[config.mk]
export PLATFORM = sky130hd
export DESIGN_NAME = instr_slice
export DESIGN_NICKNAME = d
export VERILOG_FILES = /design/src/slice_pkg.sv /design/src/phase_seq.sv /design/src/instr_slice.sv
export SDC_FILE = /design/constraint.sdc
export NUM_CORES = 1
export LEC_CHECK = 0
export ABC_AREA = 1
export BUFFER_PORTS_ARGS = -buffer_cell sky130_fd_sc_hd__buf_2
export CORE_MARGIN = 2
export CORE_UTILIZATION = 50
export DETAILED_ROUTE_END_ITERATION = 8
export PLACE_DENSITY = 0.83
export SYNTH_ARGS = -nofsm -noshare
export SYNTH_HDL_FRONTEND = slang
export SYNTH_SLANG_ARGS = --single-unit
[constraint.sdc]
create_clock -name clk -period 4.1 [get_ports clk]
set_input_delay 0.615 -clock clk [delete_from_list [all_inputs] [get_ports clk]]
set_output_delay 0.615 -clock clk [all_outputs]
set_load 0.005 [all_outputs]
[src/slice_pkg.sv]
// Purpose: Shared constants and types for the instruction decode slice
// Assumes: 16-bit instruction words, 8-bit data, 21-bit byte program counter
// Notes: Field positions are bit indices within the instruction word
package slice_pkg;

    localparam int PC_W = 21;
    localparam int DADDR_W = 12;

    // Four phases of one instruction cycle
    typedef enum logic [1:0] {PH_Q1, PH_Q2, PH_Q3, PH_Q4} phase_e;

    typedef enum logic [2:0] {
        OP_NONE, OP_TOGGLE, OP_BR_OV, OP_BR_Z,
        OP_CALL, OP_CLEAR, OP_CLEAR_WATCHDOG_OP, OP_COMP
    } op_e;

    // Opcode values, compared against the top bits of the word
    localparam logic [3:0] TOGGLE_OPC = 4'h7;
    localparam logic [7:0] BR_OV_OPC = 8'hE4;
    localparam logic [7:0] BR_Z_OPC = 8'hE0;
    localparam logic [6:0] CALL_OPC = 7'h76;
    localparam logic [3:0] CALL_WORD2_OPC = 4'hF;
    localparam logic [6:0] CLEAR_OPC = 7'h35;
    localparam logic [5:0] COMP_OPC = 6'h07;
    localparam logic [15:0] CLEAR_WATCHDOG_OP_WORD = 16'h0004;

    // Field positions
    localparam int TOP_BIT = 15;
    localparam int A_BIT = 8;
    localparam int S_BIT = 8;
    localparam int D_BIT = 9;
    localparam int BITSEL_LSB = 9;
    localparam int BITSEL_W = 3;
    localparam int FILE_W = 8;
    localparam int K_HI_W = 12;

    // Status register bit positions
    localparam int ST_C = 0;
    localparam int ST_DC = 1;
    localparam int ST_Z = 2;
    localparam int ST_OV = 3;
    localparam int ST_N = 4;

    // Access bank layout
    localparam logic [7:0] ACCESS_SPLIT = 8'h80;
    localparam logic [3:0] ACCESS_LO_BANK = 4'h0;
    localparam logic [3:0] ACCESS_HI_BANK = 4'hF;

    // Program counter steps
    localparam logic [PC_W-1:0] PC_STEP = 21'h000002;
    localparam logic [PC_W-1:0] CALL_RET_STEP = 21'h000004;

    // Reset values
    localparam logic [PC_W-1:0] PC_RST = 21'h000000;
    localparam logic [7:0] STATUS_RST = 8'h00;
    localparam logic [3:0] BANK_RST = 4'h0;
    localparam logic [7:0] BYTE_RST = 8'h00;
    localparam logic [15:0] WORD_RST = 16'h0000;
    localparam logic [DADDR_W-1:0] DADDR_RST = 12'h000;
    localparam logic FLAG_N_RST = 1'b1;

endpackage

[src/phase_seq.sv]
// Purpose: Generates the four internal phases of each instruction cycle
// Assumes: One phase per core clock
// Notes: Free running from reset release
`timescale 1ns/1ps
module phase_seq (
    input wire logic clk,
    input wire logic resetn,
    output slice_pkg::phase_e phase
);

    slice_pkg::phase_e phase_next;

    always_comb begin
        case (phase)
            slice_pkg::PH_Q1: phase_next = slice_pkg::PH_Q2;
            slice_pkg::PH_Q2: phase_next = slice_pkg::PH_Q3;
            slice_pkg::PH_Q3: phase_next = slice_pkg::PH_Q4;
            slice_pkg::PH_Q4: phase_next = slice_pkg::PH_Q1;
            default: phase_next = slice_pkg::PH_Q1;
        endcase
    end

    always_ff @(posedge clk or negedge resetn) begin
        if (!resetn) begin
            phase <= slice_pkg::PH_Q1;
        end else begin
            phase <= phase_next;
        end
    end

endmodule // phase_seq

[src/instr_slice.sv]
// Purpose: Decode and execute for toggle, branches, call, clear, watchdog
//          clear and complement instructions
// Assumes: Program and data memory answer combinationally to the address
// Notes: Core may load status, bank and working registers via load ports
// Summary of operation
// - Bit toggle inverts one selected bit, writes back, leaves flags alone.
// - Access bit 0 uses the fixed access bank; 1 uses bank select.
// - Branch on overflow jumps only when overflow is set; flags unchanged.
// - Branch on zero jumps only when zero is set; flags unchanged.
// - Taken branch loads next address plus twice the signed offset.
// - Branch takes one cycle untaken, two when taken with idle second.
// - Call pushes current address plus four before redirecting the counter.
// - Call with shadow bit copies working, status, bank into shadows.
// - Call is two words; twenty-bit target loads counter bits 20:1.
// - Call lasts two cycles: push in Q3, target written in Q4.
// - Clear writes zero to the register and sets zero flag.
// - Watchdog clear resets counter and postscaler within one cycle.
// - Watchdog clear sets both active-low time-out and power-down bits.
// - Complement inverts the register and updates negative and zero.
// - Complement destination bit 0 writes working, 1 writes the register.
// - Register instructions: decode, read, process, write over four phases.
`timescale 1ns/1ps
module instr_slice (
    input wire logic clk,
    input wire logic resetn,
    input wire logic [15:0] instr_word,
    output logic [20:0] prog_addr,
    output logic [11:0] dmem_addr,
    output logic dmem_rd_en,
    input wire logic [7:0] dmem_rdata,
    output logic dmem_wr_en,
    output logic [7:0] dmem_wdata,
    output logic stack_push,
    output logic [20:0] top_of_return_stack,
    output logic [7:0] status_reg,
    output logic [3:0] bank_select_reg,
    output logic [7:0] working_reg,
    output logic [7:0] flags_shadow,
    output logic [3:0] bank_shadow,
    output logic [7:0] working_shadow,
    output logic watchdog_clear,
    output logic watchdog_expiry_flag_n,
    output logic powerdown_flag_n,
    input wire logic status_load,
    input wire logic [7:0] status_wdata,
    input wire logic bank_load,
    input wire logic [3:0] bank_wdata,
    input wire logic working_load,
    input wire logic [7:0] working_wdata,
    input wire logic watchdog_timeout,
    input wire logic sleep_entry
);

    slice_pkg::phase_e phase;
    slice_pkg::op_e op;
    logic [15:0] instr_reg;
    logic [15:0] cur_word;
    logic [20:0] pc_reg;
    logic [20:0] pc_next;
    logic idle_reg;
    logic [7:0] data_reg;
    logic [7:0] result_reg;
    logic [7:0] result_next;
    logic [7:0] file_addr;
    logic [11:0] addr_next;
    logic [20:0] branch_target;
    logic taken;
    logic file_op;

    phase_seq u_phase (
        .clk(clk),
        .resetn(resetn),
        .phase(phase)
    );

    // Q1 decodes the fresh word, later phases use the latched copy
    always_comb begin
        if (phase == slice_pkg::PH_Q1) begin
            cur_word = instr_word;
        end else begin
            cur_word = instr_reg;
        end
    end

    always_comb begin
        op = slice_pkg::OP_NONE;
        if (idle_reg) begin
            op = slice_pkg::OP_NONE;
        end else if (cur_word == slice_pkg::CLEAR_WATCHDOG_OP_WORD) begin
            op = slice_pkg::OP_CLEAR_WATCHDOG_OP;
        end else if (cur_word[slice_pkg::TOP_BIT -: 4]
                     == slice_pkg::TOGGLE_OPC) begin
            op = slice_pkg::OP_TOGGLE;
        end else if (cur_word[slice_pkg::TOP_BIT -: 8]
                     == slice_pkg::BR_OV_OPC) begin
            op = slice_pkg::OP_BR_OV;
        end else if (cur_word[slice_pkg::TOP_BIT -: 8]
                     == slice_pkg::BR_Z_OPC) begin
            op = slice_pkg::OP_BR_Z;
        end else if (cur_word[slice_pkg::TOP_BIT -: 7]
                     == slice_pkg::CALL_OPC) begin
            op = slice_pkg::OP_CALL;
        end else if (cur_word[slice_pkg::TOP_BIT -: 7]
                     == slice_pkg::CLEAR_OPC) begin
            op = slice_pkg::OP_CLEAR;
        end else if (cur_word[slice_pkg::TOP_BIT -: 6]
                     == slice_pkg::COMP_OPC) begin
            op = slice_pkg::OP_COMP;
        end
    end

    assign file_op = (op == slice_pkg::OP_TOGGLE)
                     || (op == slice_pkg::OP_CLEAR)
                     || (op == slice_pkg::OP_COMP);
    assign file_addr = cur_word[slice_pkg::FILE_W-1:0];

    always_comb begin
        if (cur_word[slice_pkg::A_BIT]) begin
            addr_next = {bank_select_reg, file_addr};
        end else if (file_addr >= slice_pkg::ACCESS_SPLIT) begin
            addr_next = {slice_pkg::ACCESS_HI_BANK, file_addr};
        end else begin
            addr_next = {slice_pkg::ACCESS_LO_BANK, file_addr};
        end
    end

    assign branch_target = pc_reg + slice_pkg::PC_STEP
        + {{12{instr_reg[7]}}, instr_reg[7:0], 1'b0};

    assign taken = ((op == slice_pkg::OP_BR_OV)
                    && status_reg[slice_pkg::ST_OV])
                   || ((op == slice_pkg::OP_BR_Z)
                    && status_reg[slice_pkg::ST_Z]);

    always_comb begin
        case (op)
            slice_pkg::OP_TOGGLE: result_next = data_reg
                ^ (8'h01 << instr_reg[slice_pkg::BITSEL_LSB +:
                                      slice_pkg::BITSEL_W]);
            slice_pkg::OP_COMP: result_next = ~data_reg;
            default: result_next = slice_pkg::BYTE_RST;
        endcase
    end

    always_comb begin
        if (idle_reg) begin
            pc_next = pc_reg;
        end else if (op == slice_pkg::OP_CALL) begin
            pc_next = {instr_word[slice_pkg::K_HI_W-1:0],
                       instr_reg[7:0], 1'b0};
        end else if (taken) begin
            pc_next = branch_target;
        end else begin
            pc_next = pc_reg + slice_pkg::PC_STEP;
        end
    end

    // latch word at end of decode
    always_ff @(posedge clk or negedge resetn) begin
        if (!resetn) begin
            instr_reg <= slice_pkg::WORD_RST;
        end else if (phase == slice_pkg::PH_Q1) begin
            instr_reg <= instr_word;
        end
    end

    // counter, fetch address and idle cycle
    always_ff @(posedge clk or negedge resetn) begin
        if (!resetn) begin
            pc_reg <= slice_pkg::PC_RST;
            prog_addr <= slice_pkg::PC_RST;
            idle_reg <= 1'b0;
        end else if (phase == slice_pkg::PH_Q1
                     && op == slice_pkg::OP_CALL) begin
            prog_addr <= pc_reg + slice_pkg::PC_STEP;
        end else if (phase == slice_pkg::PH_Q4) begin
            pc_reg <= pc_next;
            prog_addr <= pc_next;
            idle_reg <= !idle_reg && (taken || op == slice_pkg::OP_CALL);
        end
    end

    // read strobe during Q2, data taken at its end
    always_ff @(posedge clk or negedge resetn) begin
        if (!resetn) begin
            dmem_addr <= slice_pkg::DADDR_RST;
            dmem_rd_en <= 1'b0;
            data_reg <= slice_pkg::BYTE_RST;
        end else begin
            dmem_rd_en <= (phase == slice_pkg::PH_Q1) && file_op;
            if (phase == slice_pkg::PH_Q1 && file_op) begin
                dmem_addr <= addr_next;
            end
            if (dmem_rd_en) begin
                data_reg <= dmem_rdata;
            end
        end
    end

    // write strobe during Q4 unless result goes to working
    always_ff @(posedge clk or negedge resetn) begin
        if (!resetn) begin
            result_reg <= slice_pkg::BYTE_RST;
            dmem_wr_en <= 1'b0;
            dmem_wdata <= slice_pkg::BYTE_RST;
        end else begin
            dmem_wr_en <= (phase == slice_pkg::PH_Q3) && file_op
                && !(op == slice_pkg::OP_COMP
                     && !instr_reg[slice_pkg::D_BIT]);
            if (phase == slice_pkg::PH_Q3) begin
                result_reg <= result_next;
                dmem_wdata <= result_next;
            end
        end
    end

    always_ff @(posedge clk or negedge resetn) begin
        if (!resetn) begin
            stack_push <= 1'b0;
            top_of_return_stack <= slice_pkg::PC_RST;
        end else begin
            stack_push <= (phase == slice_pkg::PH_Q2)
                          && (op == slice_pkg::OP_CALL);
            if (phase == slice_pkg::PH_Q2 && op == slice_pkg::OP_CALL) begin
                top_of_return_stack <= pc_reg + slice_pkg::CALL_RET_STEP;
            end
        end
    end

    always_ff @(posedge clk or negedge resetn) begin
        if (!resetn) begin
            flags_shadow <= slice_pkg::STATUS_RST;
            bank_shadow <= slice_pkg::BANK_RST;
            working_shadow <= slice_pkg::BYTE_RST;
        end else if (phase == slice_pkg::PH_Q3 && op == slice_pkg::OP_CALL
                     && instr_reg[slice_pkg::S_BIT]) begin
            flags_shadow <= status_reg;
            bank_shadow <= bank_select_reg;
            working_shadow <= working_reg;
        end
    end

    always_ff @(posedge clk or negedge resetn) begin
        if (!resetn) begin
            status_reg <= slice_pkg::STATUS_RST;
        end else if (phase == slice_pkg::PH_Q4
                     && op == slice_pkg::OP_CLEAR) begin
            status_reg[slice_pkg::ST_Z] <= 1'b1;
        end else if (phase == slice_pkg::PH_Q4
                     && op == slice_pkg::OP_COMP) begin
            status_reg[slice_pkg::ST_Z] <= (result_reg == 8'h00);
            status_reg[slice_pkg::ST_N] <= result_reg[7];
        end else if (status_load) begin
            status_reg <= status_wdata;
        end
    end

    always_ff @(posedge clk or negedge resetn) begin
        if (!resetn) begin
            bank_select_reg <= slice_pkg::BANK_RST;
        end else if (bank_load) begin
            bank_select_reg <= bank_wdata;
        end
    end

    always_ff @(posedge clk or negedge resetn) begin
        if (!resetn) begin
            working_reg <= slice_pkg::BYTE_RST;
        end else if (phase == slice_pkg::PH_Q4 && op == slice_pkg::OP_COMP
                     && !instr_reg[slice_pkg::D_BIT]) begin
            working_reg <= result_reg;
        end else if (working_load) begin
            working_reg <= working_wdata;
        end
    end

    // watchdog clear; instruction wins over same-cycle events
    always_ff @(posedge clk or negedge resetn) begin
        if (!resetn) begin
            watchdog_clear <= 1'b0;
            watchdog_expiry_flag_n <= slice_pkg::FLAG_N_RST;
            powerdown_flag_n <= slice_pkg::FLAG_N_RST;
        end else begin
            watchdog_clear <= (phase == slice_pkg::PH_Q3)
                              && (op == slice_pkg::OP_CLEAR_WATCHDOG_OP);
            if (phase == slice_pkg::PH_Q3 && op == slice_pkg::OP_CLEAR_WATCHDOG_OP) begin
                watchdog_expiry_flag_n <= 1'b1;
                powerdown_flag_n <= 1'b1;
            end else begin
                if (watchdog_timeout) begin
                    watchdog_expiry_flag_n <= 1'b0;
                end
                if (sleep_entry) begin
                    powerdown_flag_n <= 1'b0;
                end
            end
        end
    end
endmodule // instr_slice

# Yosys cells after proc, flatten, opt, wreduce, memory -nomap -nowiden
# Cells that the tools add are included.
[totals]
regBits = 156
latchBits = 0
ramBits = 0
romBits = 0
in_bits = 51
output_inout_bits = 108
elab_cells = 111
memories = 0
[op_classes]
addsub = 3
n_mul = 0
n_div = 0
magnitude_cmp = 1
n_eq_ne = 17
shifts = 1
mux = 28
bitwise_logic = 5
reduce_logical = 33
[ops]
columns = ["op", "n"]
rows = [
  ["two-way mux 21 bit", 5],
  ["two-way mux 12 bit", 2],
  ["two-way mux 3 bit", 8],
  ["adder 21 x 2 -> 21 bit (second input constant)", 1],
  ["adder 21 bit", 1],
  ["adder 21 x 3 -> 21 bit (second input constant)", 1],
  ["equality test 16 x 3 -> 1 bit (second input constant)", 1],
  ["equality test 8 bit (second input constant)", 2],
  ["two-way mux 16 bit", 1],
  ["two-way mux 8 bit", 2],
  ["case mux 8 bit (2 select lines)", 1],
  ["logical AND 1 bit", 15],
  ["equality test 3 bit (second input constant)", 4],
  ["nonzero test 2 bit", 5],
  [">= comparator 8 bit (second input constant)", 1],
  ["logical NOT 8 bit", 1],
  ["NOT 8 bit", 1],
  ["case mux 2 bit (4 select lines)", 1],
  ["<< shifter 1 x 3 -> 8 bit (first input constant)", 1],
  ["XOR 8 bit", 1],
  ["equality test 7 x 6 -> 1 bit (second input constant)", 1],
  ["equality test 7 bit (second input constant)", 1],
  ["two-way mux 1 bit", 7],
  ["equality test 3 x 2 -> 1 bit (second input constant)", 2],
  ["13 further kinds", 22],
]

# Logic depth before layout (Yosys ltp)
[depth]
word_depth = 19
mapped_depth = 24

# By module
# Synthesis repeated with hierarchy kept, for this count alone.
[unflattened]
cells_unflattened = 1235
hier_area_um2 = 9182.6
[modules_own_cells]
columns = ["module", "n_inst", "cells_per_inst", "area_each_um2", "seq_area_each_um2"]
rows = [
  ["instr_slice", 1, 1226, 9088.7, 3856.2],
  ["phase_seq", 1, 9, 93.8, 50.0],
]

# Worst setup path after synthesis
# Ideal clock, no wire load.
[synth_timing]
kind = "register to register"
from = "reg pc_reg[2]"
to = "reg pc_reg[20]"
arrival_time_ps = 3052
required_ps = 3966
slack_ps = 913
stages_incl_launch_ff = 22
path_buffers = 0
period_less_slack_ps = 3187
cell_sequence = "dfrtp_1 ha_1 nand2_1 nor2_1 nand3_1 nor2_1 nand2_1 nor3_1 nand2_1 xor2_1 inv_1 ha_1 nand2_1 nor2_1 nand2_1 or2_2 nand3_1 o21ai_0 nand3_1 nand3_1 nand2_1 o21ai_0"
[synth_via]
elab_chain_len = 5
[synth_lines]
columns = ["item", "line_no", "source"]
rows = [
  ["start, declared", "instr_slice.sv:58", "logic [20:0] pc_reg;"],
  ["start signal, assigned", "instr_slice.sv:170", "pc_reg <= slice_pkg::PC_RST;"],
  ["start signal, assigned", "instr_slice.sv:177", "pc_reg <= pc_next;"],
  ["adder 21 x 2 -> 21 bit *", "instr_slice.sv:127, instr_slice.sv:154", ""],
  ["adder 21 bit", "instr_slice.sv:128", "+ {{12{instr_reg[7]}}, instr_reg[7:0], 1'b0};"],
  ["two-way mux 21 bit *", "instr_slice.sv:151", "end else if (taken) begin"],
  ["two-way mux 21 bit *", "instr_slice.sv:148", "end else if (op == slice_pkg::OP_CALL) begin"],
  ["two-way mux 21 bit *", "instr_slice.sv:146", "if (idle_reg) begin"],
]
# Mark *: on every way between the ends. The rest lies on a longest branch, timed or not.
# A chain may end at the register's enable or synchronous reset.

# Worst setup path after layout
[layout_timing]
from = "reg pc_reg[2]"
to = "reg prog_addr[20]"
[layout_via]
elab_chain_len = 7
[layout_lines]
columns = ["item", "line_no", "source"]
rows = [
  ["adder 21 x 2 -> 21 bit *", "instr_slice.sv:127, instr_slice.sv:154, instr_slice.sv:175", ""],
  ["adder 21 bit", "instr_slice.sv:128", ""],
  ["two-way mux 21 bit", "instr_slice.sv:151", ""],
  ["two-way mux 21 bit", "instr_slice.sv:148", ""],
  ["two-way mux 21 bit", "instr_slice.sv:146", ""],
  ["two-way mux 21 bit", "instr_slice.sv:176", "end else if (phase == slice_pkg::PH_Q4) begin"],
  ["two-way mux 21 bit *", "instr_slice.sv:173", "end else if (phase == slice_pkg::PH_Q1"],
  ["end signal, assigned", "instr_slice.sv:171", "prog_addr <= slice_pkg::PC_RST;"],
  ["end signal, assigned", "instr_slice.sv:175", "prog_addr <= pc_reg + slice_pkg::PC_STEP;"],
  ["end signal, assigned", "instr_slice.sv:178", "prog_addr <= pc_next;"],
  ["end, declared", "instr_slice.sv:27", "output logic [20:0] prog_addr,"],
]
# Mark *: on every way between the ends. The rest lies on a longest branch, timed or not. The select of a mux whose other input is x is not followed.

==> results.md <==
- Fin util: 60.04%
- Total clock sinks: 156
- Max-slew violations: 0
- Post-DRT Antenna Nets: 0
- Async set-reset flop share out of synthesis: 100.0%
- Status: completed
- Initial Util: 50.96%
- Syn avg cell area: 7.308 sq um
- Power per cell area: 544.4 nW/um^2
- Reg2reg setup slack: 0.38 ns
- DRC errors left: 0
- VDD IR-drop max: 0.0003769 V
- Postcts setup bufs: 0
- Yosys top cell area share: 41.95%
- Num CTS Buffers: 17
- Worst Path Required: 4.42 ns
- Total gr overflow: 0
- GRT Total Usage: 28.75%
- Final setup fails: 0
- Worst Setup Path Type: flop to flop
- I/O pin total: 159
- Synth area leader: dfrtp_1
- Synth Register Bits: 156
- WL final: 27500 microns
- CP peak stage delay: 0.43 ns
- Clock Pin Slew Worst Setup and Hold Paths: 0.08 ns
- Nets: 1492
- Root Buffer: clkbuf_16
- Iter 0 DRT Violations: 926
- # port buffers: 158
- EDFF count, synth: 0
- Largest net degree at the start of global routing: 104
- Tcrit/Tclk final: 90.62%
- Antenna violations before repair: 0
- Buf+Inv Stages, Crit Path: 1
- Final GP Congestion: 0.9549
- Vias in the first global route: 8827
- Synthesized area: 9186 sq um
- Maximum clock path buffer count: 2
- Mapped Cells: 1257
- Most used DFF post-synth: dfrtp_1
- Die Wd: 139.5 microns
- CP most frequent cell: nand2_1
- Setup tns final: 0 ns
- Hold Violations, Final: 0
- Kind of cell adding the most delay to the critical path: simple AND/OR/NAND/NOR gates
- Hold Crit Class: input port to async pin
- First-pass GRT wire length: 44720 microns
- Kind of start point of the critical path: flop
- Maximum fanout along the worst path: 6
- Leakage power: 5.812 nW
- R2r endpoint: prog_addr[20]
- Library cells used by synthesis: 43
- Mapped Nets: 1334
- Layout cells sized above 1: 16.74%
- Vias: 9053
- Layout area overhead: 17.80%
- RSZ-0062 raised after global routing: no
- N_diodes: 0
- CP max-delay cell: dfrtp_1
- Tmin final: 3.715 ns
- Post-DP HPWL: 20650 microns
- Vias per cell: 5.463
- Largest cells by area after synthesis: dfrtp_1 42%, nand2_1 16%, inv_1 6.0%
- Maxcap violations: 0
- CP Cell Sequence: ha_1 -> nand2_1 -> nor2_1 -> nand3_1 -> nor2_1 -> nand2_1 -> nor3_2 -> nand2_1 -> xor2_1 -> inv_1 -> ha_1 -> nand2_1 -> nor2_1 -> nand2_1 -> or2_2 -> nand3_1 -> o21ai_0 -> nand3_1 -> nand3_1 -> nand3_1 -> nand2_1
- Crit path DAT: 4.03 ns
- Drt first pass iters: 5
- Reg2Reg Depth: 21
- Clock Latency Late Sink: 0.44 ns
- R2r startpoint: pc_reg[2]
- Routed WL per cell: 16.60 microns
- Seq/Total Area, Yosys: 42.52%
- Critical path launch point: pc_reg[2]
- Die ar.: 19470 sq um
- Ys Warns: 0
- # rows: 49
- Relative slew slack: 35.76%
- Core Area: 18020 sq um
- Die Height: 139.5 microns
- Worst setup EP type: flop
- CTS H-tree depth: 4
- CTS tree: yes
- Worst slew pin tran: 0.9636 ns
- Fmax: 269.2 MHz
- Clk_skew: 0.01302 ns
-- metrics by stage --
stage	cells	setup slack [ns]	hold WS, ns	area, sq um	power, mW
finish	1657	0.3847	0.2804	10820	5.892
global route	1657	0.01745	0.3340	10820	6.254
CTS	1657	0.2899	0.3211	10820	5.865
detailed placement	1625	0.3255	0.4606	10200	4.240
global placement	1625	0.4624	0.4556	10200	4.210
floorplan	1257	0.9135	0.3194	9186	3.407
-- placed cells by master, fill, tap and decap left out, types with 3 or more instances in the layout --
| master | count |
|---|---|
| nand3b_1 | 7 |
| inv_1 | 148 |
| a21oi_1 | 40 |
| buf_4 | 20 |
| clkinv_8 | 5 |
| clkinv_1 | 4 |
| o21bai_1 | 3 |
| nand2_1 | 391 |
| xor2_1 | 44 |
| nand3_1 | 90 |
| ha_1 | 25 |
| buf_2 | 157 |
| inv_8 | 6 |
| clkbuf_16 | 17 |
| o211ai_1 | 7 |
| nor2_1 | 90 |
| inv_2 | 5 |
| o21ai_0 | 106 |
| nor4_1 | 7 |
| a31oi_1 | 11 |
| nand2_2 | 9 |
| o22ai_1 | 6 |
| nor2_2 | 4 |
| o21ai_1 | 24 |
| dfrtp_1 | 154 |
| nand4_1 | 16 |
| nor3_1 | 8 |
-- cell type report --
type                    instances  area, sq um
inverters                     158        595.6
clock inverters                15        191.4
flip-flops and latches        156         3906
repair buffers                178        947.2
clock buffers                  17        425.4
well taps                     229        286.5
fillers                      1616         7203
multi-input cells             904         4469
-- synthesized netlist by cell type (2+ instances only) --
master    count
clkinv_1      4
dfrtp_1     154
dfstp_2       2
o21ai_1      24
nand2_4       2
nor4_1        7
nor3_1        9
nand2_2       9
xor2_1       44
buf_6         7
inv_2         5
o211ai_1      7
clkbuf_1     19
nand2_1     391
nand3_1      90
a31oi_1      11
nand4_1      16
nand3b_1      7
o21ai_0     106
buf_2         8
o22ai_1       6
nor2_2        4
o21bai_1      3
inv_1       148
nor2_1       90
a21oi_1      40
ha_1         25
buf_4         3
buf_1         2
-- cell families (layout without fill, tap and decap cells) --
group	Yosys count	count (layout)	synth area share (%)
compound gates	203	203	11.84
xor+xnor	45	45	4.290
fa+ha+maj	26	26	3.623
buf+inv	197	368	8.880
flops	156	156	42.52
simple gates	630	630	28.85
-- report_power, final --
part	switching, mW	internal [mW]	leakage, nW	total [mW]
Combinational	1.46	0.790	3.54	2.26
Sequential	0.210	1.80	1.97	2.01
Clock	0.786	0.836	0.300	1.62
Total	2.46	3.43	5.81	5.89
-- metal layers --
metal / routed length [microns] / part of all wire, % / track usage [%] / vias to the layer above
met3: 2305 / 8.4 / 6.263 / 88
li1: - / - / - / 4348
met4: 1186 / 4.3 / 13.00 / 0
met2: 12730 / 46 / 45.59 / 418
met1: 11280 / 41 / 38.03 / 4199
met5: 0 / 0 / 0 / -
-- timing repair --
item                       CTS  global route
gates resized for setup      0             1
setup endpoints to repair    0             3
hold buffers                 0             0
-- worst reg2reg max path: stages, from the launching register on --
cell	delay [ns]
dfrtp_1	0.43
ha_1	0.28
nand2_1	0.10
nor2_1	0.23
nand3_1	0.15
nor2_1	0.17
nand2_1	0.10
nor3_2	0.19
nand2_1	0.10
xor2_1	0.20
inv_1	0.12
ha_1	0.39
nand2_1	0.07
nor2_1	0.12
nand2_1	0.08
or2_2	0.29
nand3_1	0.13
o21ai_0	0.10
nand3_1	0.07
nand3_1	0.11
nand3_1	0.10
nand2_1	0.06
-- worst max path at each step --
stage | slack, ns | cells after the start | to
2_1_floorplan | 0.91 | 21 | pc_reg[20]
3_3_place_gp | 0.46 | 21 | pc_reg[20]
3_5_place_dp | 0.33 | 21 | prog_addr[20]
4_1_cts | 0.29 | 21 | prog_addr[20]
5_1_grt | 0.02 | 21 | prog_addr[20]
6_report | 0.38 | 21 | prog_addr[20]
Power figures use the tool's default switching activity.
